`src/ubfc_regs.vh`:
```
// Register map, field positions, reset values and timing for the UART baud and flow block.
// Assumes a flat 5-bit register index driven by the host-side register port.
`ifndef UBFC_REGS_VH
`define UBFC_REGS_VH

// ----------------------------------------------------------------
// Register indices
// ----------------------------------------------------------------
`define UBFC_A_DIV_LO      5'h00
`define UBFC_A_DIV_HI      5'h01
`define UBFC_A_DIV_FRAC    5'h02
`define UBFC_A_ENH_CTRL    5'h03
`define UBFC_A_RESUME1     5'h04
`define UBFC_A_RESUME2     5'h05
`define UBFC_A_HALT1       5'h06
`define UBFC_A_HALT2       5'h07
`define UBFC_A_INT_EN      5'h08
`define UBFC_A_INT_STAT    5'h09
`define UBFC_A_FIFO_CTRL   5'h0a
`define UBFC_A_LINE_CTRL   5'h0b
`define UBFC_A_MODEM_CTRL  5'h0c
`define UBFC_A_MODEM_STAT  5'h0d
`define UBFC_A_SCRATCH     5'h0e
`define UBFC_A_FLOW_LEVEL  5'h0f
`define UBFC_A_TRIG_LEVEL  5'h10
`define UBFC_A_EXTRA_CTRL  5'h11
`define UBFC_A_GPIO_CTRL   5'h12

// ----------------------------------------------------------------
// Reset values
// ----------------------------------------------------------------
`define UBFC_RST_DIV_LO     8'h01
`define UBFC_RST_DIV_HI     8'h00
`define UBFC_RST_SCRATCH    8'hff
`define UBFC_RST_FLOWCHAR   8'h00
`define UBFC_RST_LINE_CTRL  8'h1d
`define UBFC_RST_FLOW_LEVEL 8'h0f
`define UBFC_RST_INT_STAT   8'h01
`define UBFC_RST_ZERO       8'h00

// ----------------------------------------------------------------
// Field positions and write masks
// ----------------------------------------------------------------
`define UBFC_ENH_EN_BIT     4
`define UBFC_SPECIAL_BIT    5
`define UBFC_AUTO_RTS_BIT   6
`define UBFC_AUTO_CTS_BIT   7
`define UBFC_MCR_RTS_BIT    1
`define UBFC_IER_SPEC_BIT   5
`define UBFC_ISR_SPEC_BIT   4
`define UBFC_XTRA_TXDIS_BIT 2
`define UBFC_GPIO_SRST_BIT  3
`define UBFC_MASK_IER       8'hf0
`define UBFC_MASK_ISR       8'h30
`define UBFC_MASK_FCR       8'h30
`define UBFC_MASK_MCR       8'he4

// ----------------------------------------------------------------
// Flow-select and sampling encodings
// ----------------------------------------------------------------
`define UBFC_FLOW_NONE      2'b00
`define UBFC_FLOW_ONE       2'b10
`define UBFC_FLOW_TWO       2'b01
`define UBFC_FLOW_BOTH      2'b11
`define UBFC_OVS_16         5'h10
`define UBFC_OVS_8          5'h08
`define UBFC_OVS_4          5'h04
`define UBFC_FRAC_ONE       21'h000010
`define UBFC_RX_TRIG_DEF    7'h08

`endif

```
`src/ubfc_char_buf.v`:
```
// Two-entry character buffer with valid/ready on both sides.
// Assumes one clock; outputs come from flip-flops.
`timescale 1ns/10ps
`default_nettype none

module ubfc_char_buf (
  input  wire       i_clk_sys,
  input  wire       i_reset_n,
  input  wire       i_in_valid,
  input  wire [7:0] i_in_data,
  output wire       o_in_ready,
  output reg        o_out_valid,
  output reg  [7:0] o_out_data,
  input  wire       i_out_ready
);

  reg       tail_valid_reg;
  reg [7:0] tail_data_reg;
  wire      push;
  wire      pop;

  // Room exists unless the second slot is occupied
  assign o_in_ready = ~tail_valid_reg;
  assign push       = i_in_valid & ~tail_valid_reg;
  assign pop        = o_out_valid & i_out_ready;

  // ----------------------------------------------------------------
  // Head and tail slots
  // ----------------------------------------------------------------
  // Head shifts from tail on pop so order is kept
  always @(posedge i_clk_sys or negedge i_reset_n) begin
    if (!i_reset_n) begin
      o_out_valid    <= 1'b0;
      o_out_data     <= 8'h00;
      tail_valid_reg <= 1'b0;
      tail_data_reg  <= 8'h00;
    end else begin
      if (pop) begin
        if (tail_valid_reg) begin
          o_out_data     <= tail_data_reg;
          tail_valid_reg <= push;
          tail_data_reg  <= i_in_data;
        end else begin
          o_out_valid <= push;
          o_out_data  <= i_in_data;
        end
      end else if (push) begin
        if (o_out_valid) begin
          tail_valid_reg <= 1'b1;
          tail_data_reg  <= i_in_data;
        end else begin
          o_out_valid <= 1'b1;
          o_out_data  <= i_in_data;
        end
      end
    end
  end

endmodule

`default_nettype wire

```
`src/ubfc_top.v`:
```
// UART baud generator, enhanced-feature gate and software/hardware flow control.
// Assumes receiver, FIFOs and transmitter sit outside and share i_clk_sys.
`timescale 1ns/10ps
`default_nettype none
`include "ubfc_regs.vh"

module ubfc_top (
  input  wire       i_clk_sys,
  input  wire       i_reset_n,
  input  wire       i_por_n,
  input  wire [4:0] i_reg_addr,
  input  wire       i_reg_wr,
  input  wire       i_reg_rd,
  input  wire [7:0] i_reg_wdata,
  output reg  [7:0] o_reg_rdata,
  input  wire       i_rx_valid,
  input  wire [7:0] i_rx_data,
  input  wire [6:0] i_rx_level,
  input  wire       i_cts_n,
  input  wire       i_dsr_n,
  input  wire       i_ri_n,
  input  wire       i_cd_n,
  output reg        o_rx_store_valid,
  output reg  [7:0] o_rx_store_data,
  output reg        o_xoff_irq,
  output reg        o_special_irq,
  output reg        o_rx_trig_irq,
  output reg        o_rts_n,
  output reg        o_tx_allowed,
  output reg        o_sample_tick,
  output reg        o_bit_tick,
  output wire       o_flow_char_valid,
  output wire [7:0] o_flow_char_data,
  input  wire       i_flow_char_ready
);

  // ----------------------------------------------------------------
  // Declarations
  // ----------------------------------------------------------------
  localparam [2:0] ST_IDLE   = 3'b001;
  localparam [2:0] ST_FIRST  = 3'b010;
  localparam [2:0] ST_SECOND = 3'b100;

  reg  [7:0]  div_lo_reg, div_hi_reg, scratch_reg;
  reg  [7:0]  resume1_reg, resume2_reg, halt1_reg, halt2_reg;
  reg  [7:0]  frac_reg, enh_reg, ier_reg, isr_reg, fcr_reg, lcr_reg, mcr_reg;
  reg  [7:0]  msr_reg, tcr_reg, tlr_reg, xtra_reg, gpio_ctrl_reg;
  reg         msr_load_reg;
  reg  [3:0]  modem_prev_reg;
  reg         seq_on_reg, seq_off_reg, sw_halted_reg, xoff_sent_reg, auto_hold_reg;
  reg  [2:0]  tx_state_reg;
  reg         send_off_reg;
  reg  [20:0] acc_reg;
  reg  [4:0]  ovs_cnt_reg;
  reg         push_valid;
  reg  [7:0]  push_data;
  reg  [7:0]  rdata_next;
  reg         match_on, match_off;
  wire        push_ready;
  wire        wr_en, soft_rst, enh;
  wire [1:0]  rx_mode, tx_mode;
  wire [3:0]  modem_lvl;
  wire [20:0] div16, acc_sum;
  wire [4:0]  ovs;
  wire [6:0]  halt_lvl, resume_lvl, trig_lvl;
  wire        eq_on1, eq_on2, eq_off1, eq_off2, spec_hit, either_pair;

  assign wr_en     = i_reg_wr;
  assign soft_rst  = gpio_ctrl_reg[`UBFC_GPIO_SRST_BIT];
  assign enh       = enh_reg[`UBFC_ENH_EN_BIT];
  assign rx_mode   = enh_reg[1:0];
  assign tx_mode   = enh_reg[3:2];
  assign modem_lvl = ~{i_cd_n, i_ri_n, i_dsr_n, i_cts_n};

  // ----------------------------------------------------------------
  // Power-up-only registers
  // ----------------------------------------------------------------
  // Power-up reset only
  // Pin reset and soft reset deliberately do not reach these
  always @(posedge i_clk_sys or negedge i_por_n) begin
    if (!i_por_n) begin
      div_lo_reg  <= `UBFC_RST_DIV_LO;
      div_hi_reg  <= `UBFC_RST_DIV_HI;
      scratch_reg <= `UBFC_RST_SCRATCH;
      resume1_reg <= `UBFC_RST_FLOWCHAR;
      resume2_reg <= `UBFC_RST_FLOWCHAR;
      halt1_reg   <= `UBFC_RST_FLOWCHAR;
      halt2_reg   <= `UBFC_RST_FLOWCHAR;
    end else if (wr_en) begin
      case (i_reg_addr)
        `UBFC_A_DIV_LO:  div_lo_reg  <= i_reg_wdata;
        `UBFC_A_DIV_HI:  div_hi_reg  <= i_reg_wdata;
        `UBFC_A_SCRATCH: scratch_reg <= i_reg_wdata;
        `UBFC_A_RESUME1: resume1_reg <= i_reg_wdata;
        `UBFC_A_RESUME2: resume2_reg <= i_reg_wdata;
        `UBFC_A_HALT1:   halt1_reg   <= i_reg_wdata;
        `UBFC_A_HALT2:   halt2_reg   <= i_reg_wdata;
        default: ;
      endcase
    end
  end

  // ----------------------------------------------------------------
  // Resettable control registers
  // ----------------------------------------------------------------
  // Reset clears enhanced
  always @(posedge i_clk_sys or negedge i_reset_n) begin
    if (!i_reset_n) begin
      frac_reg      <= `UBFC_RST_ZERO;
      enh_reg       <= `UBFC_RST_ZERO;
      ier_reg       <= `UBFC_RST_ZERO;
      isr_reg       <= `UBFC_RST_INT_STAT;
      fcr_reg       <= `UBFC_RST_ZERO;
      lcr_reg       <= `UBFC_RST_LINE_CTRL;
      mcr_reg       <= `UBFC_RST_ZERO;
      tcr_reg       <= `UBFC_RST_FLOW_LEVEL;
      tlr_reg       <= `UBFC_RST_ZERO;
      xtra_reg      <= `UBFC_RST_ZERO;
      gpio_ctrl_reg <= `UBFC_RST_ZERO;
    end else if (soft_rst) begin
      frac_reg      <= `UBFC_RST_ZERO;
      enh_reg       <= `UBFC_RST_ZERO;
      ier_reg       <= `UBFC_RST_ZERO;
      isr_reg       <= `UBFC_RST_INT_STAT;
      fcr_reg       <= `UBFC_RST_ZERO;
      lcr_reg       <= `UBFC_RST_LINE_CTRL;
      mcr_reg       <= `UBFC_RST_ZERO;
      tcr_reg       <= `UBFC_RST_FLOW_LEVEL;
      tlr_reg       <= `UBFC_RST_ZERO;
      xtra_reg      <= `UBFC_RST_ZERO;
      gpio_ctrl_reg <= `UBFC_RST_ZERO;
    end else begin
      if (wr_en) begin
        case (i_reg_addr)
          `UBFC_A_DIV_FRAC:   if (enh) frac_reg <= i_reg_wdata;
          `UBFC_A_ENH_CTRL:   enh_reg <= i_reg_wdata;
          `UBFC_A_INT_EN:     ier_reg <= enh ? i_reg_wdata
                                             : (ier_reg & `UBFC_MASK_IER) | (i_reg_wdata & ~`UBFC_MASK_IER);
          `UBFC_A_INT_STAT:   if (enh) isr_reg <= (isr_reg & ~`UBFC_MASK_ISR) | (i_reg_wdata & `UBFC_MASK_ISR);
          `UBFC_A_FIFO_CTRL:  fcr_reg <= enh ? i_reg_wdata
                                             : (fcr_reg & `UBFC_MASK_FCR) | (i_reg_wdata & ~`UBFC_MASK_FCR);
          `UBFC_A_LINE_CTRL:  lcr_reg <= i_reg_wdata;
          `UBFC_A_MODEM_CTRL: mcr_reg <= enh ? i_reg_wdata
                                             : (mcr_reg & `UBFC_MASK_MCR) | (i_reg_wdata & ~`UBFC_MASK_MCR);
          `UBFC_A_FLOW_LEVEL: if (enh) tcr_reg <= i_reg_wdata;
          `UBFC_A_TRIG_LEVEL: if (enh) tlr_reg <= i_reg_wdata;
          `UBFC_A_EXTRA_CTRL: xtra_reg <= i_reg_wdata;
          `UBFC_A_GPIO_CTRL:  gpio_ctrl_reg <= i_reg_wdata;
          default: ;
        endcase
      end
      // Special flag set
      // Set placed last so a same-cycle write never loses the event
      if (spec_hit) begin
        isr_reg[`UBFC_ISR_SPEC_BIT] <= 1'b1;
      end
    end
  end

  // ----------------------------------------------------------------
  // Modem status
  // ----------------------------------------------------------------
  // Load inverted levels
  // Inputs are caught one edge after reset release, never in the reset branch
  always @(posedge i_clk_sys or negedge i_reset_n) begin
    if (!i_reset_n) begin
      msr_reg        <= 8'h00;
      msr_load_reg   <= 1'b1;
      modem_prev_reg <= 4'h0;
    end else if (soft_rst || msr_load_reg) begin
      msr_reg        <= {modem_lvl, 4'h0};
      msr_load_reg   <= 1'b0;
      modem_prev_reg <= modem_lvl;
    end else begin
      modem_prev_reg <= modem_lvl;
      msr_reg[7:4]   <= modem_lvl;
      // Delta bits: change sets, read clears, set wins
      msr_reg[3:0]   <= ((i_reg_rd && i_reg_addr == `UBFC_A_MODEM_STAT) ? 4'h0 : msr_reg[3:0])
                        | (modem_lvl ^ modem_prev_reg);
    end
  end

  // ----------------------------------------------------------------
  // Register read port
  // ----------------------------------------------------------------
  always @* begin
    case (i_reg_addr)
      `UBFC_A_DIV_LO:     rdata_next = div_lo_reg;
      `UBFC_A_DIV_HI:     rdata_next = div_hi_reg;
      `UBFC_A_DIV_FRAC:   rdata_next = enh ? frac_reg : 8'h00;
      `UBFC_A_ENH_CTRL:   rdata_next = enh_reg;
      `UBFC_A_RESUME1:    rdata_next = resume1_reg;
      `UBFC_A_RESUME2:    rdata_next = resume2_reg;
      `UBFC_A_HALT1:      rdata_next = halt1_reg;
      `UBFC_A_HALT2:      rdata_next = halt2_reg;
      `UBFC_A_INT_EN:     rdata_next = ier_reg;
      `UBFC_A_INT_STAT:   rdata_next = isr_reg;
      `UBFC_A_FIFO_CTRL:  rdata_next = fcr_reg;
      `UBFC_A_LINE_CTRL:  rdata_next = lcr_reg;
      `UBFC_A_MODEM_CTRL: rdata_next = mcr_reg;
      `UBFC_A_MODEM_STAT: rdata_next = msr_reg;
      `UBFC_A_SCRATCH:    rdata_next = scratch_reg;
      `UBFC_A_FLOW_LEVEL: rdata_next = tcr_reg;
      `UBFC_A_TRIG_LEVEL: rdata_next = tlr_reg;
      `UBFC_A_EXTRA_CTRL: rdata_next = xtra_reg;
      `UBFC_A_GPIO_CTRL:  rdata_next = gpio_ctrl_reg;
      default:            rdata_next = 8'h00;
    endcase
  end

  always @(posedge i_clk_sys or negedge i_reset_n) begin
    if (!i_reset_n) begin
      o_reg_rdata <= 8'h00;
    end else if (i_reg_rd) begin
      o_reg_rdata <= rdata_next;
    end
  end

  // ----------------------------------------------------------------
  // Fractional baud generator
  // ----------------------------------------------------------------
  // Divisor in sixteenths
  assign div16   = {1'b0, div_hi_reg, div_lo_reg, frac_reg[3:0]};
  assign acc_sum = acc_reg + `UBFC_FRAC_ONE;
  assign ovs     = frac_reg[5] ? `UBFC_OVS_4 : (frac_reg[4] ? `UBFC_OVS_8 : `UBFC_OVS_16);

  // Bit period chain
  // Integer part zero stops the generator rather than ticking every clock
  always @(posedge i_clk_sys or negedge i_reset_n) begin
    if (!i_reset_n) begin
      acc_reg       <= 21'h000000;
      ovs_cnt_reg   <= 5'h00;
      o_sample_tick <= 1'b0;
      o_bit_tick    <= 1'b0;
    end else if (div16 < `UBFC_FRAC_ONE) begin
      acc_reg       <= 21'h000000;
      ovs_cnt_reg   <= 5'h00;
      o_sample_tick <= 1'b0;
      o_bit_tick    <= 1'b0;
    end else if (acc_sum >= div16) begin
      acc_reg       <= acc_sum - div16;
      o_sample_tick <= 1'b1;
      o_bit_tick    <= (ovs_cnt_reg >= ovs - 5'h01);
      ovs_cnt_reg   <= (ovs_cnt_reg >= ovs - 5'h01) ? 5'h00 : ovs_cnt_reg + 5'h01;
    end else begin
      acc_reg       <= acc_sum;
      o_sample_tick <= 1'b0;
      o_bit_tick    <= 1'b0;
    end
  end

  // ----------------------------------------------------------------
  // Receive comparison
  // ----------------------------------------------------------------
  assign eq_on1      = (i_rx_data == resume1_reg);
  assign eq_on2      = (i_rx_data == resume2_reg);
  assign eq_off1     = (i_rx_data == halt1_reg);
  assign eq_off2     = (i_rx_data == halt2_reg);
  assign either_pair = (tx_mode == `UBFC_FLOW_ONE) || (tx_mode == `UBFC_FLOW_TWO);
  assign spec_hit    = i_rx_valid & enh_reg[`UBFC_SPECIAL_BIT] & eq_off2;

  always @* begin
    case (rx_mode)
      `UBFC_FLOW_ONE: begin
        match_on  = eq_on1;
        match_off = eq_off1;
      end
      `UBFC_FLOW_TWO: begin
        match_on  = eq_on2;
        match_off = eq_off2;
      end
      `UBFC_FLOW_BOTH: begin
        match_on  = either_pair ? (eq_on1 | eq_on2) : (seq_on_reg & eq_on2);
        match_off = either_pair ? (eq_off1 | eq_off2) : (seq_off_reg & eq_off2);
      end
      default: begin
        match_on  = 1'b0;
        match_off = 1'b0;
      end
    endcase
  end

  always @(posedge i_clk_sys or negedge i_reset_n) begin
    if (!i_reset_n) begin
      seq_on_reg       <= 1'b0;
      seq_off_reg      <= 1'b0;
      sw_halted_reg    <= 1'b0;
      o_rx_store_valid <= 1'b0;
      o_rx_store_data  <= 8'h00;
      o_xoff_irq       <= 1'b0;
      o_special_irq    <= 1'b0;
    end else begin
      o_rx_store_valid <= i_rx_valid & ~(spec_hit & (rx_mode == `UBFC_FLOW_TWO));
      o_xoff_irq       <= i_rx_valid & match_off;
      o_special_irq    <= isr_reg[`UBFC_ISR_SPEC_BIT] & ier_reg[`UBFC_IER_SPEC_BIT];
      if (i_rx_valid) begin
        o_rx_store_data <= i_rx_data;
        seq_on_reg      <= eq_on1;
        seq_off_reg     <= eq_off1;
        if (match_off) begin
          sw_halted_reg <= 1'b1;
        end else if (match_on) begin
          sw_halted_reg <= 1'b0;
        end
      end
      if (rx_mode == `UBFC_FLOW_NONE) begin
        sw_halted_reg <= 1'b0;
      end
    end
  end

  // ----------------------------------------------------------------
  // Levels and hardware flow control
  // ----------------------------------------------------------------
  // Halt level
  assign halt_lvl   = {1'b0, tcr_reg[3:0], 2'b00};
  assign resume_lvl = {1'b0, tcr_reg[7:4], 2'b00};
  assign trig_lvl   = (tlr_reg[7:4] != 4'h0) ? {1'b0, tlr_reg[7:4], 2'b00} : `UBFC_RX_TRIG_DEF;

  always @(posedge i_clk_sys or negedge i_reset_n) begin
    if (!i_reset_n) begin
      auto_hold_reg <= 1'b0;
      o_rts_n       <= 1'b1;
      o_tx_allowed  <= 1'b0;
      o_rx_trig_irq <= 1'b0;
    end else begin
      if (i_rx_level >= halt_lvl) begin
        auto_hold_reg <= 1'b1;
      end else if (i_rx_level < resume_lvl) begin
        auto_hold_reg <= 1'b0;
      end
      o_rts_n       <= ~mcr_reg[`UBFC_MCR_RTS_BIT]
                       | (enh_reg[`UBFC_AUTO_RTS_BIT] & auto_hold_reg);
      o_rx_trig_irq <= (i_rx_level >= trig_lvl);
      o_tx_allowed  <= ~(enh_reg[`UBFC_AUTO_CTS_BIT] & i_cts_n) & ~sw_halted_reg
                       & ~xtra_reg[`UBFC_XTRA_TXDIS_BIT];
    end
  end

  // ----------------------------------------------------------------
  // Transmit software flow characters
  // ----------------------------------------------------------------
  // Transmit character select
  always @* begin
    push_valid = 1'b0;
    push_data  = 8'h00;
    case (tx_state_reg)
      ST_FIRST: begin
        push_valid = 1'b1;
        push_data  = (tx_mode == `UBFC_FLOW_TWO) ? (send_off_reg ? halt2_reg : resume2_reg)
                                                  : (send_off_reg ? halt1_reg : resume1_reg);
      end
      ST_SECOND: begin
        push_valid = 1'b1;
        push_data  = send_off_reg ? halt2_reg : resume2_reg;
      end
      ST_IDLE: ;
      default: ;
    endcase
  end

  // One- or two-character send
  // Buffer back-pressure holds the state, so no character is dropped
  always @(posedge i_clk_sys or negedge i_reset_n) begin
    if (!i_reset_n) begin
      tx_state_reg  <= ST_IDLE;
      send_off_reg  <= 1'b0;
      xoff_sent_reg <= 1'b0;
    end else begin
      case (tx_state_reg)
        ST_IDLE: begin
          if (tx_mode == `UBFC_FLOW_NONE) begin
            xoff_sent_reg <= 1'b0;
          end else if (!xoff_sent_reg && i_rx_level >= halt_lvl) begin
            send_off_reg  <= 1'b1;
            xoff_sent_reg <= 1'b1;
            tx_state_reg  <= ST_FIRST;
          end else if (xoff_sent_reg && i_rx_level <= resume_lvl) begin
            send_off_reg  <= 1'b0;
            xoff_sent_reg <= 1'b0;
            tx_state_reg  <= ST_FIRST;
          end
        end
        ST_FIRST: begin
          if (push_ready) begin
            tx_state_reg <= (tx_mode == `UBFC_FLOW_BOTH) ? ST_SECOND : ST_IDLE;
          end
        end
        ST_SECOND: begin
          if (push_ready) begin
            tx_state_reg <= ST_IDLE;
          end
        end
        default: tx_state_reg <= ST_IDLE;
      endcase
    end
  end

  ubfc_char_buf u_char_buf (
    .i_clk_sys   (i_clk_sys),
    .i_reset_n   (i_reset_n),
    .i_in_valid  (push_valid),
    .i_in_data   (push_data),
    .o_in_ready  (push_ready),
    .o_out_valid (o_flow_char_valid),
    .o_out_data  (o_flow_char_data),
    .i_out_ready (i_flow_char_ready)
  );

endmodule

`default_nettype wire

```
`config.mk`:
```
export PLATFORM = sky130hd
export DESIGN_NAME = ubfc_top
export DESIGN_NICKNAME = d
export VERILOG_FILES = /design/src/ubfc_char_buf.v /design/src/ubfc_top.v
export VERILOG_INCLUDE_DIRS = /design/src /design/src/src
export SDC_FILE = /design/constraint.sdc
export NUM_CORES = 1
export LEC_CHECK = 0
export ABC_AREA = 0
export BUFFER_PORTS_ARGS = -buffer_cell sky130_fd_sc_hd__buf_2
export CAP_MARGIN = 40
export CORE_MARGIN = 3
export CORE_UTILIZATION = 55
export DETAILED_ROUTE_END_ITERATION = 8
export GPL_ROUTABILITY_DRIVEN = 1
export HOLD_SLACK_MARGIN = 0.15
export PLACE_DENSITY_LB_ADDON = 0.3
export SETUP_SLACK_MARGIN = 0.4
export SLEW_MARGIN = 20
export SYNTH_ARGS = -nofsm -noshare
export SYNTH_HDL_FRONTEND = slang
export SYNTH_SLANG_ARGS = --single-unit
export TNS_END_PERCENT = 10
```
`constraint.sdc`:
```
create_clock -name i_clk_sys -period 6.9 [get_ports i_clk_sys]
set_input_delay 0.69 -clock i_clk_sys [delete_from_list [all_inputs] [get_ports i_clk_sys]]
set_output_delay 0.69 -clock i_clk_sys [all_outputs]
set_load 0.01 [all_outputs]
```
==> summary.md, run 1 <==
| Metric | Value |
|---|---|
| Tcrit/Tclk final | `54.01%` |
| First-pass GRT wire length | `just under 60,000 um` |
| CTS Buf Count | `25` |
| Slew headroom | `41.69%` |
| Area Growth Syn to Fin | `11.49%` |
| Die area | `24,560 um^2` |
| CTS tree | `yes` |
| # port buffers | `71` |
| Row count | `54` |
| Top_reg_cell synth | `dfrtp_1` |
| Clock Root Buffer | `clkbuf_16` |
| Post-synthesis sequential area ratio | `45.28%` |
| Multi-input logic area | `6282 um^2` |
| Final ANT Viol Nets | `0` |
| Core Util, Final | `63.04%` |
| CP Max Fanout | `23` |
| Clk_skew | `0.02323 ns` |
| GRT Total Usage | `30.37%` |
| GRT overflow | `0` |
| Setup Total Neg Slack | `0 ns` |
| CP bufs+invs | `0` |
| RSZ-0062 raised after global routing | `no` |
| Clk sinks | `~230` |
| Outcome | `finished clean` |
| Top Ports | `slightly above 70` |
| Drt wl/cell | `22.78 um` |
| Register area | `~5700 um^2` |
| Ant. Diodes | `0` |
| DRC viols | `0` |
| Largest area contributor in the netlist | `dfrtp_1` |
| Family with the most delay on the worst path | `simple AND/OR/NAND/NOR gates` |
| FILL cells | `1,824` |
| DP Wirelength | `26,650 um` |
| NetSw | `1997 uW` |
| Die Span Y | `156.7 um` |
| Worst-margin pin slew | `0.8746 ns` |
| Clock group share of total power | `26.1%` |
| Placement Setup Slack | `around 3.2 ns` |
| Average size of a mapped cell | `9.603 um^2` |
| Switching Share | `37.96%` |
| Final Max Tran Viols | `0` |
| Hold Vio Cnt, Final | `0` |
| Total power | `around 5300 uW` |
| Mapped Cells | `around 1,300` |
| Seq pwr share | `36.4%` |
| VDD IR-drop max | `about 0.22 mV` |
| Final WL | `roughly 37,000 um` |
| Final setup margin | `3.173 ns` |
| Power per cell area | `~380 nW/um^2` |
| Cts hold-fix bufs | `1` |
| Critical path class | `reg2reg` |
| Vias | `10,390` |
| Initial DRC Count | `1,212` |
| CP cell instances | `ha_1, and3_1, and4_1, and3_1, xor2_1, ha_1, nand3_1, nor2_2, nand4_1, nand4_1, a31o_2, nand2_1, o31ai_1` |
| H-tree depth | `1` |
| Initial antenna violation count | `0` |
| Period minus WS final | `approximately 3.7 ns` |
| Cell variety after synth | `65` |
| Largest register FFs | `21` |
| Number of global-route vias before repair | `9,980` |
| Clk slew on worst S/H paths | `0.06 ns` |
| Max cap viols | `0` |
| Layout cells sized above 1 | `between 10% and 20%` |
| Width of the chip | `156.7 um` |
| #FFs+latches synth | `225` |
| Core ar. | `approximately 22,000 um^2` |
| Yosys warning total | `0` |
| Crit path DAT | `about 4.2 ns` |
| Max stage delay on crit path | `between 0.4 and 0.5 ns` |
| Gpl congestion | `roughly 0.98` |
| Syn_nets | `1,380` |
| Crit path required time | `7.33 ns` |
| Leak | `0.006362 uW` |
| Top cells by area, synth | `dfrtp_1 41%, mux2_2 6.8%, dfstp_2 4.4%` |
| EDFF count, synth | `0` |
| Via-to-Cell Ratio | `6.348` |
| Clk buf depth | `3` |
| Post_cts resized | `0` |
| Slowest-stage cell, CP | `a31o_2` |
| Hold Crit Class | `in2async` |
| DRT Pass-1 Iters | `7` |
| Worst Hold Slack | `0.2910 ns` |
| Crit path capture type | `flop` |
| Fmax | `0.2683 GHz` |
| Nets@finish | `1,417` |
| Async set or reset register ratio after synthesis | `100.0%` |
| Largest net degree at the start of global routing | `82` |
| Clk Latency, worst-skew pair | `0.54 ns` |
| Synth Cell Area | `12,490 um^2` |
| Combinational share of power | `~38%` |
| Yosys top cell area share | `40.86%` |
| Setup Buffers After CTS | `0` |
| Int Pwr | `3263 uW` |
| Startpoint Class | `flop` |
| Starting Density | `56.55%` |
| Final setup vio count | `0` |
[cells by family (layout without fill, tap and decap cells)]
family | Yosys count | count (layout) | synth area share, %
AO/OA/AOI/OAI | 281 | 281 | 14.69
XOR/XNOR | 65 | 65 | 4.557
adder cells (fa/ha/maj) | 40 | 40 | 4.066
buffers and inverters | 140 | 196 | 4.437
flip-flops | 225 | 225 | 45.28
multiplexers | 119 | 119 | 10.29
other | 1 | 1 | 0.03002
AND/OR/NAND/NOR | 430 | 430 | 16.66
[metrics by stage]
step,cell area (um^2),std cells
finish,13930,1637
global route,13930,1637
global placement,12940,1581
floorplan,12490,1301
CTS,13930,1637
detailed placement,13060,1590
[placed cells by master (no fill, tap or decap), drive strengths merged, types with 44 or more instances in the layout]
cell     n
xnor2   44
nand3   73
mux2i   44
mux2    75
dfrtp  204
a21oi   99
inv     61
buf     89
nor2    86
nand2  142
[power groups by stage]
| stage | combinational, uW | sequential, uW | clock, uW |
|---|---|---|---|
| 6_report | 1970 | 1910 | 1370 |
| 5_1_grt | 2170 | 1940 | 1450 |
| 4_1_cts | 1940 | 1900 | 1390 |
| 3_5_place_dp | 1920 | 1920 | 0 |
| 3_3_place_gp | 1880 | 1920 | 0 |
| 2_1_floorplan | 1450 | 1830 | 0 |
[cell usage after synthesis, types with 3 or more instances]
cell type  instances
o211ai_1           3
ha_1              39
nor3_1            22
nand2b_1          20
o21a_1             5
a22o_1            11
a222oi_1           9
and4_1             7
a21o_1             8
nor3b_1            3
a22oi_1           31
mux2_2            75
nand2_1          142
and3_1            11
nor2_2             6
a21oi_1           99
a211o_1            6
xnor2_1           44
o22ai_1           20
dfstp_2           21
a31oi_1            7
buf_2             23
buf_1              4
o21ai_0           40
nand3_1           73
dfrtp_1          204
and2_1             6
inv_1             60
o41ai_1            3
xor2_1            21
a211oi_1           6
a221oi_1          10
nor2b_1            6
mux2i_1           44
or3_1              5
clkbuf_1          53
a31o_2             3
o31ai_1            3
nor2_1            80
nand4_1           22
nor4_1             8
nand3b_1           6
or2_2              3
[cell type report]
type | instances | share of cell area [%]
multi-input combinational | 936 | 45.10
inverter | 60 | 1.617
clock inverter | 6 | 0.6827
timing repair buffer | 90 | 3.988
sequential | 225 | 40.62
clock buffer | 40 | 5.471
tap | 280 | 2.515
[worst paths after layout]
kind                                      startpoint                     endpoint  cells after the start  slack [ns]
max reg2reg                     acc_reg[4]$_DFF_PN0_        acc_reg[15]$_DFF_PN0_                     13        3.17
max in group asynchronous                  i_reset_n       isr_reg[0]$_DFFE_PN1P_                      4        5.32
min                                          i_por_n    div_hi_reg[3]$_DFFE_PN0P_                      2        0.29
max                             acc_reg[4]$_DFF_PN0_        acc_reg[15]$_DFF_PN0_                     13        3.17
min in group i_clk_sys                        i_ri_n  modem_prev_reg[2]$_DFF_PN0_                      2        0.32
min reg2reg                sw_halted_reg$_DFFE_PN0P_       o_tx_allowed$_DFF_PN0_                      1        0.48
[metal layers]
layer  vias to the layer above  track usage [%]  share of wire (%)
li1                       4733                -                  -
met1                      5049            42.60                 42
met2                       506            45.54                 44
met3                       104            8.269                 10
met4                         0            10.84                3.9
met5                         -                0                  0
(Power assumes the default switching activity.)
==> inputs of run 2 (changes only) <==
==> constraint.sdc (replaced) <==
create_clock -name i_clk_sys -period 3.9 [get_ports i_clk_sys]
set_input_delay 0.39 -clock i_clk_sys [delete_from_list [all_inputs] [get_ports i_clk_sys]]
set_output_delay 0.39 -clock i_clk_sys [all_outputs]
set_load 0.01 [all_outputs]
==> summary.md, run 2 (synthesized netlist as in run 1, its figures left out) <==
| Metric | Value |
|---|---|
| Hold Vio Cnt, Final | `0 (unchanged)` |
| CTS Buf Count | `25 (unchanged)` |
| Hold Crit Class | `in2reg` |
| Via-to-Cell Ratio | `6.339 (-0.15%)` |
| Largest register FFs | `21 (unchanged)` |
| Clk slew on worst S/H paths | `0.06 ns (about the same)` |
| Largest net degree at the start of global routing | `58 (-29%)` |
| # port buffers | `71 (unchanged)` |
| DRC viols | `0 (unchanged)` |
| Clk_skew | `0.02044 ns (-0.002790 ns)` |
| Die area | `24,560 um^2 (unchanged)` |
| R2R Path Start | `acc_reg[4]$_DFF_PN0_` |
| Tcrit/Tclk final | `85.38% (+31 points)` |
| Final WL | `38,170 um (+2.3%)` |
| GRT overflow | `0 (unchanged)` |
| Switching Share | `37.80% (-0.16 points)` |
| CP Max Fanout | `7 (-70%)` |
| Core Util, Final | `64.44% (+1.4 points)` |
| Width of the chip | `156.7 um (unchanged)` |
| Drt wl/cell | `23.02 um (+1.0%)` |
| RSZ-0062 raised after global routing | `no` |
| Clock Root Buffer | `clkbuf_16` |
| Slew headroom | `40.15% (-1.5 points)` |
| Startpoint Class | `flop` |
| Die Span Y | `156.7 um (unchanged)` |
| Fmax | `0.3003 GHz (+12%)` |
| Worst-margin pin slew | `0.8944 ns (+0.01977 ns)` |
| Top Ports | `72 (unchanged)` |
| Nets@finish | `1,438 (+1.5%)` |
| Combinational share of power | `39.0% (+1.5 points)` |
| Worst-case reg-to-reg path depth | `14 (+1)` |
| Final ANT Viol Nets | `0 (unchanged)` |
| Crit path capture type | `flop` |
| NetSw | `3647 uW (+83%)` |
| Setup Total Neg Slack | `0 ns (unchanged)` |
| H-tree depth | `1 (unchanged)` |
| Power per cell area | `677.7 nW/um^2 (+79%)` |
| Worst Hold Slack | `0.2253 ns (-0.06568 ns)` |
| CTS tree | `yes` |
| Crit path DAT | `3.76 ns (-0.40 ns)` |
| Most frequent cells in the layout | `202 x dfrtp_1, 142 x nand2_1, 98 x a21oi_1, 79 x nor2_1, 75 x mux2_2` |
| Area Growth Syn to Fin | `13.96%` |
| Leading cell type in the layout, fill and taps excluded | `dfrtp_1` |
| Row count | `54 (unchanged)` |
| VDD IR-drop max | `0.4436 mV (+110%)` |
| Worst reg2reg endpoint | `ovs_cnt_reg[0]$_DFFE_PN0P_` |
| Leak | `0.006468 uW (+1.7%)` |
| Max cap viols | `0 (unchanged)` |
| Design area | `14,240 um^2 (+2.2%)` |
| Vias | `10,510 (+1.1%)` |
| Min-delay src | `i_rx_data[3]` |
| GRT Total Usage | `30.89% (+0.51 points)` |
| Period minus WS final | `3.330 ns (-0.3972 ns)` |
| Number of stages on the worst hold path | `2` |
| DP Wirelength | `27,310 um (+2.5%)` |
| Ant. Diodes | `0 (unchanged)` |
| Placed instance area | `13,080 um^2 (+0.12%)` |
| Crit path required time | `4.33 ns (-3.00 ns)` |
| Critical path class | `reg2reg` |
| DRT Pass-1 Iters | `7 (unchanged)` |
| Clk Latency, worst-skew pair | `0.53 ns (about the same)` |
| Layout cells sized above 1 | `20.10% (+2.2 points)` |
| Seq pwr share | `35.3% (-1.1 points)` |
| Outcome | `finished clean` |
| Placed instance count | `1,594 (+0.25%)` |
| Gpl congestion | `0.9798 (+0.37%)` |
| Clock group share of total power | `25.7% (-0.4 points)` |
| Flop-to-flop setup slack | `0.57 ns (-2.60 ns)` |
| Final setup vio count | `0 (unchanged)` |
| Starting Density | `56.55% (unchanged)` |
| Final Max Tran Viols | `0 (unchanged)` |
| Clk sinks | `225 (unchanged)` |
| Number of global-route vias before repair | `10,020 (+0.38%)` |
| Int Pwr | `6002 uW (+84%)` |
| WHS Endpoint | `o_rx_store_data[3]$_DFFE_PN0P_` |
| Final Non-Filler Cells | `1,658 (+1.3%)` |
| Initial antenna violation count | `0 (unchanged)` |
| Clk buf depth | `3 (unchanged)` |
| Core ar. | `22,090 um^2 (unchanged)` |
| First-pass GRT wire length | `58,830 um (+1.3%)` |
| Initial DRC Count | `1,351 (+11%)` |
## run 2: power by group through the flow
stage          logic [uW]  clock network [uW]  registers (uW)
2_1_floorplan        2560                   0            3240
3_3_place_gp         3350                   0            3390
3_5_place_dp         3400                   0            3410
4_1_cts              3460                2500            3370
5_1_grt              4140                2610            3450
6_report             3760                2480            3400
## run 2: layout make-up
class,count,area (um^2)
timing repair buffer,110,713.2
clock buffer,31,678.2
inverter,60,225.2
tap,280,350.3
clock inverter,15,188.9
fill,1780,7856
multi-input combinational,937,6422
sequential,225,5659
## run 2: worst max-delay path, cell delays in order, from the launching register on
cell     delay (ns)
dfrtp_1        0.43
ha_2           0.23
and3_1         0.23
and4_1         0.25
and3_1         0.21
xor2_2         0.17
ha_4           0.33
nand3_2        0.15
nor2_4         0.16
nand4_1        0.10
nand4_1        0.24
buf_4          0.17
a31oi_4        0.05
or3_1          0.37
a21oi_1        0.16
## run 2: worst max-delay path by stage
stage | from | end | slack [ns] | cells past startpoint
after global placement | acc_reg[6]$_DFF_PN0_ | acc_reg[2]$_DFFE_PN0P_ | 0.48 | 14
after global routing | acc_reg[6]$_DFF_PN0_ | ovs_cnt_reg[3]$_DFFE_PN0P_ | 0.40 | 13
final | acc_reg[4]$_DFF_PN0_ | ovs_cnt_reg[0]$_DFFE_PN0P_ | 0.57 | 14
after floorplan | acc_reg[4]$_DFF_PN0_ | ovs_cnt_reg[3]$_DFFE_PN0P_ | 0.73 | 14
after CTS | acc_reg[4]$_DFF_PN0_ | acc_reg[12]$_DFF_PN0_ | 0.39 | 13
after detailed placement | acc_reg[4]$_DFF_PN0_ | acc_reg[2]$_DFFE_PN0P_ | 0.32 | 14
## run 2: metrics by stage
stage | worst slack (ns) | power, uW
2_1_floorplan | 0.7278 | 5801
3_3_place_gp | 0.4774 | 6746
3_5_place_dp | 0.3167 | 6810
4_1_cts | 0.3881 | 9341
5_1_grt | 0.4002 | 10200
6_report | 0.5702 | 9649
## run 2: what timing repair did
item | in CTS | in global routing
hold buffers | 8 | 0
endpoints found under the setup margin | 14 | 28
resized for setup | 4 | 23
endpoints found under the hold margin | 68 | 0
gates cloned | 0 | 1
setup buffers | 1 | 8
pin swaps | 1 | 3
## run 2: metal layers
layer / up-vias / global-route usage [%] / share of wire [%]
li1: 4775 / - / -
met1: 5084 / 44.41 / 42
met2: 544 / 46.61 / 45
met3: 107 / 6.333 / 9.3
met4: 0 / 11.05 / 4.2
met5: - / 0 / 0
==> inputs of run 3 (changes only) <==
==> constraint.sdc (replaced) <==
create_clock -name i_clk_sys -period 3.95 [get_ports i_clk_sys]
set_input_delay 0.395 -clock i_clk_sys [delete_from_list [all_inputs] [get_ports i_clk_sys]]
set_output_delay 0.395 -clock i_clk_sys [all_outputs]
set_load 0.01 [all_outputs]
==> summary.md, run 3 (synthesized netlist as in run 1, its figures left out) <==
| Metric | Value |
|---|---|
| Nets@finish | `1,440 (+0.14%)` |
| Clk sinks | `225 (unchanged)` |
| DRC viols | `0 (unchanged)` |
| # port buffers | `71 (unchanged)` |
| Final Max Tran Viols | `0 (unchanged)` |
| CTS Buf Count | `25 (unchanged)` |
| Leak | `0.006471 uW (about the same)` |
| CP cell instances | `ha_1, and3_1, and4_1, and3_1, xor2_2, ha_4, nand3_2, nor2_4, nand4_1, nand4_1, buf_4, a31oi_2, or4_1, a21oi_1` |
| DP Wirelength | `27,270 um (-0.13%)` |
| Tcrit/Tclk final | `86.61% (+1.2 points)` |
| Final setup margin | `0.5288 ns (-0.04141 ns)` |
| Worst-case reg-to-reg path depth | `14 (unchanged)` |
| Slew headroom | `45.43% (+5.3 points)` |
| Row count | `54 (unchanged)` |
| H-tree depth | `1 (unchanged)` |
| Clk buf depth | `3 (unchanged)` |
| Gpl congestion | `0.9738 (-0.61%)` |
| Largest register FFs | `21 (unchanged)` |
| Startpoint Class | `flop` |
| Initial DRC Count | `1,195 (-12%)` |
| First-pass GRT wire length | `58,330 um (-0.86%)` |
| Flop-to-flop setup slack | `0.53 ns (-0.04 ns)` |
| Core ar. | `22,090 um^2 (unchanged)` |
| Largest net degree at the start of global routing | `54 (-6.9%)` |
| Period minus WS final | `3.421 ns (+0.09141 ns)` |
| Fmax | `0.2923 GHz (-2.7%)` |
| Ant. Diodes | `0 (unchanged)` |
| Width of the chip | `156.7 um (unchanged)` |
| Clk Latency, worst-skew pair | `0.55 ns (+0.02 ns)` |
| Critical path class | `reg2reg` |
| Crit path required time | `4.40 ns (+0.07 ns)` |
| VDD IR-drop max | `0.3678 mV (-17%)` |
| Outcome | `finished clean` |
| Drt wl/cell | `23.09 um (+0.29%)` |
| Clock Root Buffer | `clkbuf_16` |
| DRT Pass-1 Iters | `5 (-2)` |
| Via-to-Cell Ratio | `6.344 (about the same)` |
| Clk_skew | `0.03284 ns (+0.01241 ns)` |
| Top Ports | `72 (unchanged)` |
| Final ANT Viol Nets | `0 (unchanged)` |
| Number of stages on the worst hold path | `2 (unchanged)` |
| Clk slew on worst S/H paths | `0.06 ns (about the same)` |
| Die Span Y | `156.7 um (unchanged)` |
| Crit path capture type | `flop` |
| Crit path DAT | `3.87 ns (+0.11 ns)` |
| Area Growth Syn to Fin | `13.74%` |
| Hold Vio Cnt, Final | `0 (unchanged)` |
| Slowest-stage cell, CP | `or4_1` |
| Final WL | `38,320 um (+0.41%)` |
| Max cap viols | `0 (unchanged)` |
| R2R Path Start | `acc_reg[4]$_DFF_PN0_` |
| Worst-margin pin slew | `0.8156 ns (-0.07882 ns)` |
| Leading cell type in the layout, fill and taps excluded | `dfrtp_1` |
| Vias | `10,530 (+0.20%)` |
| Number of global-route vias before repair | `10,080 (+0.63%)` |
| GRT Total Usage | `30.49% (-0.40 points)` |
| Hold Crit Class | `in2reg` |
| FILL cells | `1,788 (+0.45%)` |
| Family with the most delay on the worst path | `simple AND/OR/NAND/NOR gates` |
| Placement Setup Slack | `0.3304 ns (+0.01374 ns)` |
| Final setup vio count | `0 (unchanged)` |
| Initial antenna violation count | `0 (unchanged)` |
| RSZ-0062 raised after global routing | `yes` |
| Most frequent cells in the layout | `203 x dfrtp_1, 142 x nand2_1, 98 x a21oi_1, 79 x nor2_1, 75 x mux2_2` |
| Max stage delay on crit path | `0.53 ns (+0.10 ns)` |
| Power per cell area | `664.9 nW/um^2 (-1.9%)` |
| Starting Density | `56.55% (unchanged)` |
| Setup Total Neg Slack | `0 ns (unchanged)` |
| CP bufs+invs | `1 (unchanged)` |
| GRT overflow | `0 (unchanged)` |
| Die area | `24,560 um^2 (unchanged)` |
| Min-delay src | `i_rx_data[6]` |
| WHS Endpoint | `o_rx_store_data[6]$_DFFE_PN0P_` |
| Layout cells sized above 1 | `20.00% (-0.10 points)` |
| Worst reg2reg endpoint | `ovs_cnt_reg[3]$_DFFE_PN0P_` |
| CTS tree | `yes` |
| CP Max Fanout | `7 (unchanged)` |
[run 3: worst max-delay path by stage]
stage          cells past startpoint                    endpoint  slack, ns                 start
3_3_place_gp                      13  ovs_cnt_reg[3]$_DFFE_PN0P_       0.44  acc_reg[6]$_DFF_PN0_
6_report                          14  ovs_cnt_reg[3]$_DFFE_PN0P_       0.53  acc_reg[4]$_DFF_PN0_
2_1_floorplan                     14  ovs_cnt_reg[3]$_DFFE_PN0P_       0.78  acc_reg[4]$_DFF_PN0_
5_1_grt                           13  ovs_cnt_reg[3]$_DFFE_PN0P_       0.33  acc_reg[4]$_DFF_PN0_
3_5_place_dp                      13  ovs_cnt_reg[3]$_DFFE_PN0P_       0.33  acc_reg[6]$_DFF_PN0_
4_1_cts                           13       acc_reg[10]$_DFF_PN0_       0.40  acc_reg[4]$_DFF_PN0_
[run 3: cell type report]
cell class / instances / area (um^2) / share of cell area [%]
clock buffer: 35 / 713.2 / 5.019
clock inverter: 11 / 112.6 / 0.7925
inverter: 60 / 225.2 / 1.585
multi-input combinational: 937 / 6424 / 45.21
sequential: 225 / 5658 / 39.82
tap: 280 / 350.3 / 2.465
timing repair buffer: 112 / 726.9 / 5.116
[run 3: what timing repair did]
action | in CTS | in global routing
gates resized for setup | 4 | 20
setup endpoints to repair | 8 | 28
gates cloned | 0 | 1
hold buffers | 8 | 0
setup buffers | 0 | 11
pin swaps | 0 | 6
hold endpoints to repair | 73 | 0
[run 3: through the flow]
step           cells  utilization [%]  power [uW]  hold slack [ns]  cell area, um^2
5_1_grt         1660            64.32        9977           0.2060            14210
3_3_place_gp    1589            58.92        6684           0.4538            13020
6_report        1660            64.32        9449           0.2161            14210
3_5_place_dp    1594            59.20        6749           0.3510            13080
4_1_cts         1648            63.37        9123           0.1985            14000
2_1_floorplan   1301                -        5728          0.09941            12490
[run 3: metal layers]
layer | GRT usage (%) | up-vias | share of wire [%]
met1 | 43.04 | 5130 | 42
li1 | - | 4774 | -
met3 | 6.831 | 116 | 9.1
met4 | 11.75 | 0 | 4.7
met5 | 0 | - | 0
met2 | 46.03 | 511 | 45
[run 3: where the power goes]
group | switching [uW] | internal (uW)
clock | 989 | 1340
sequential | 519 | 2840
combinational | 2150 | 1610
total | 3660 | 5790
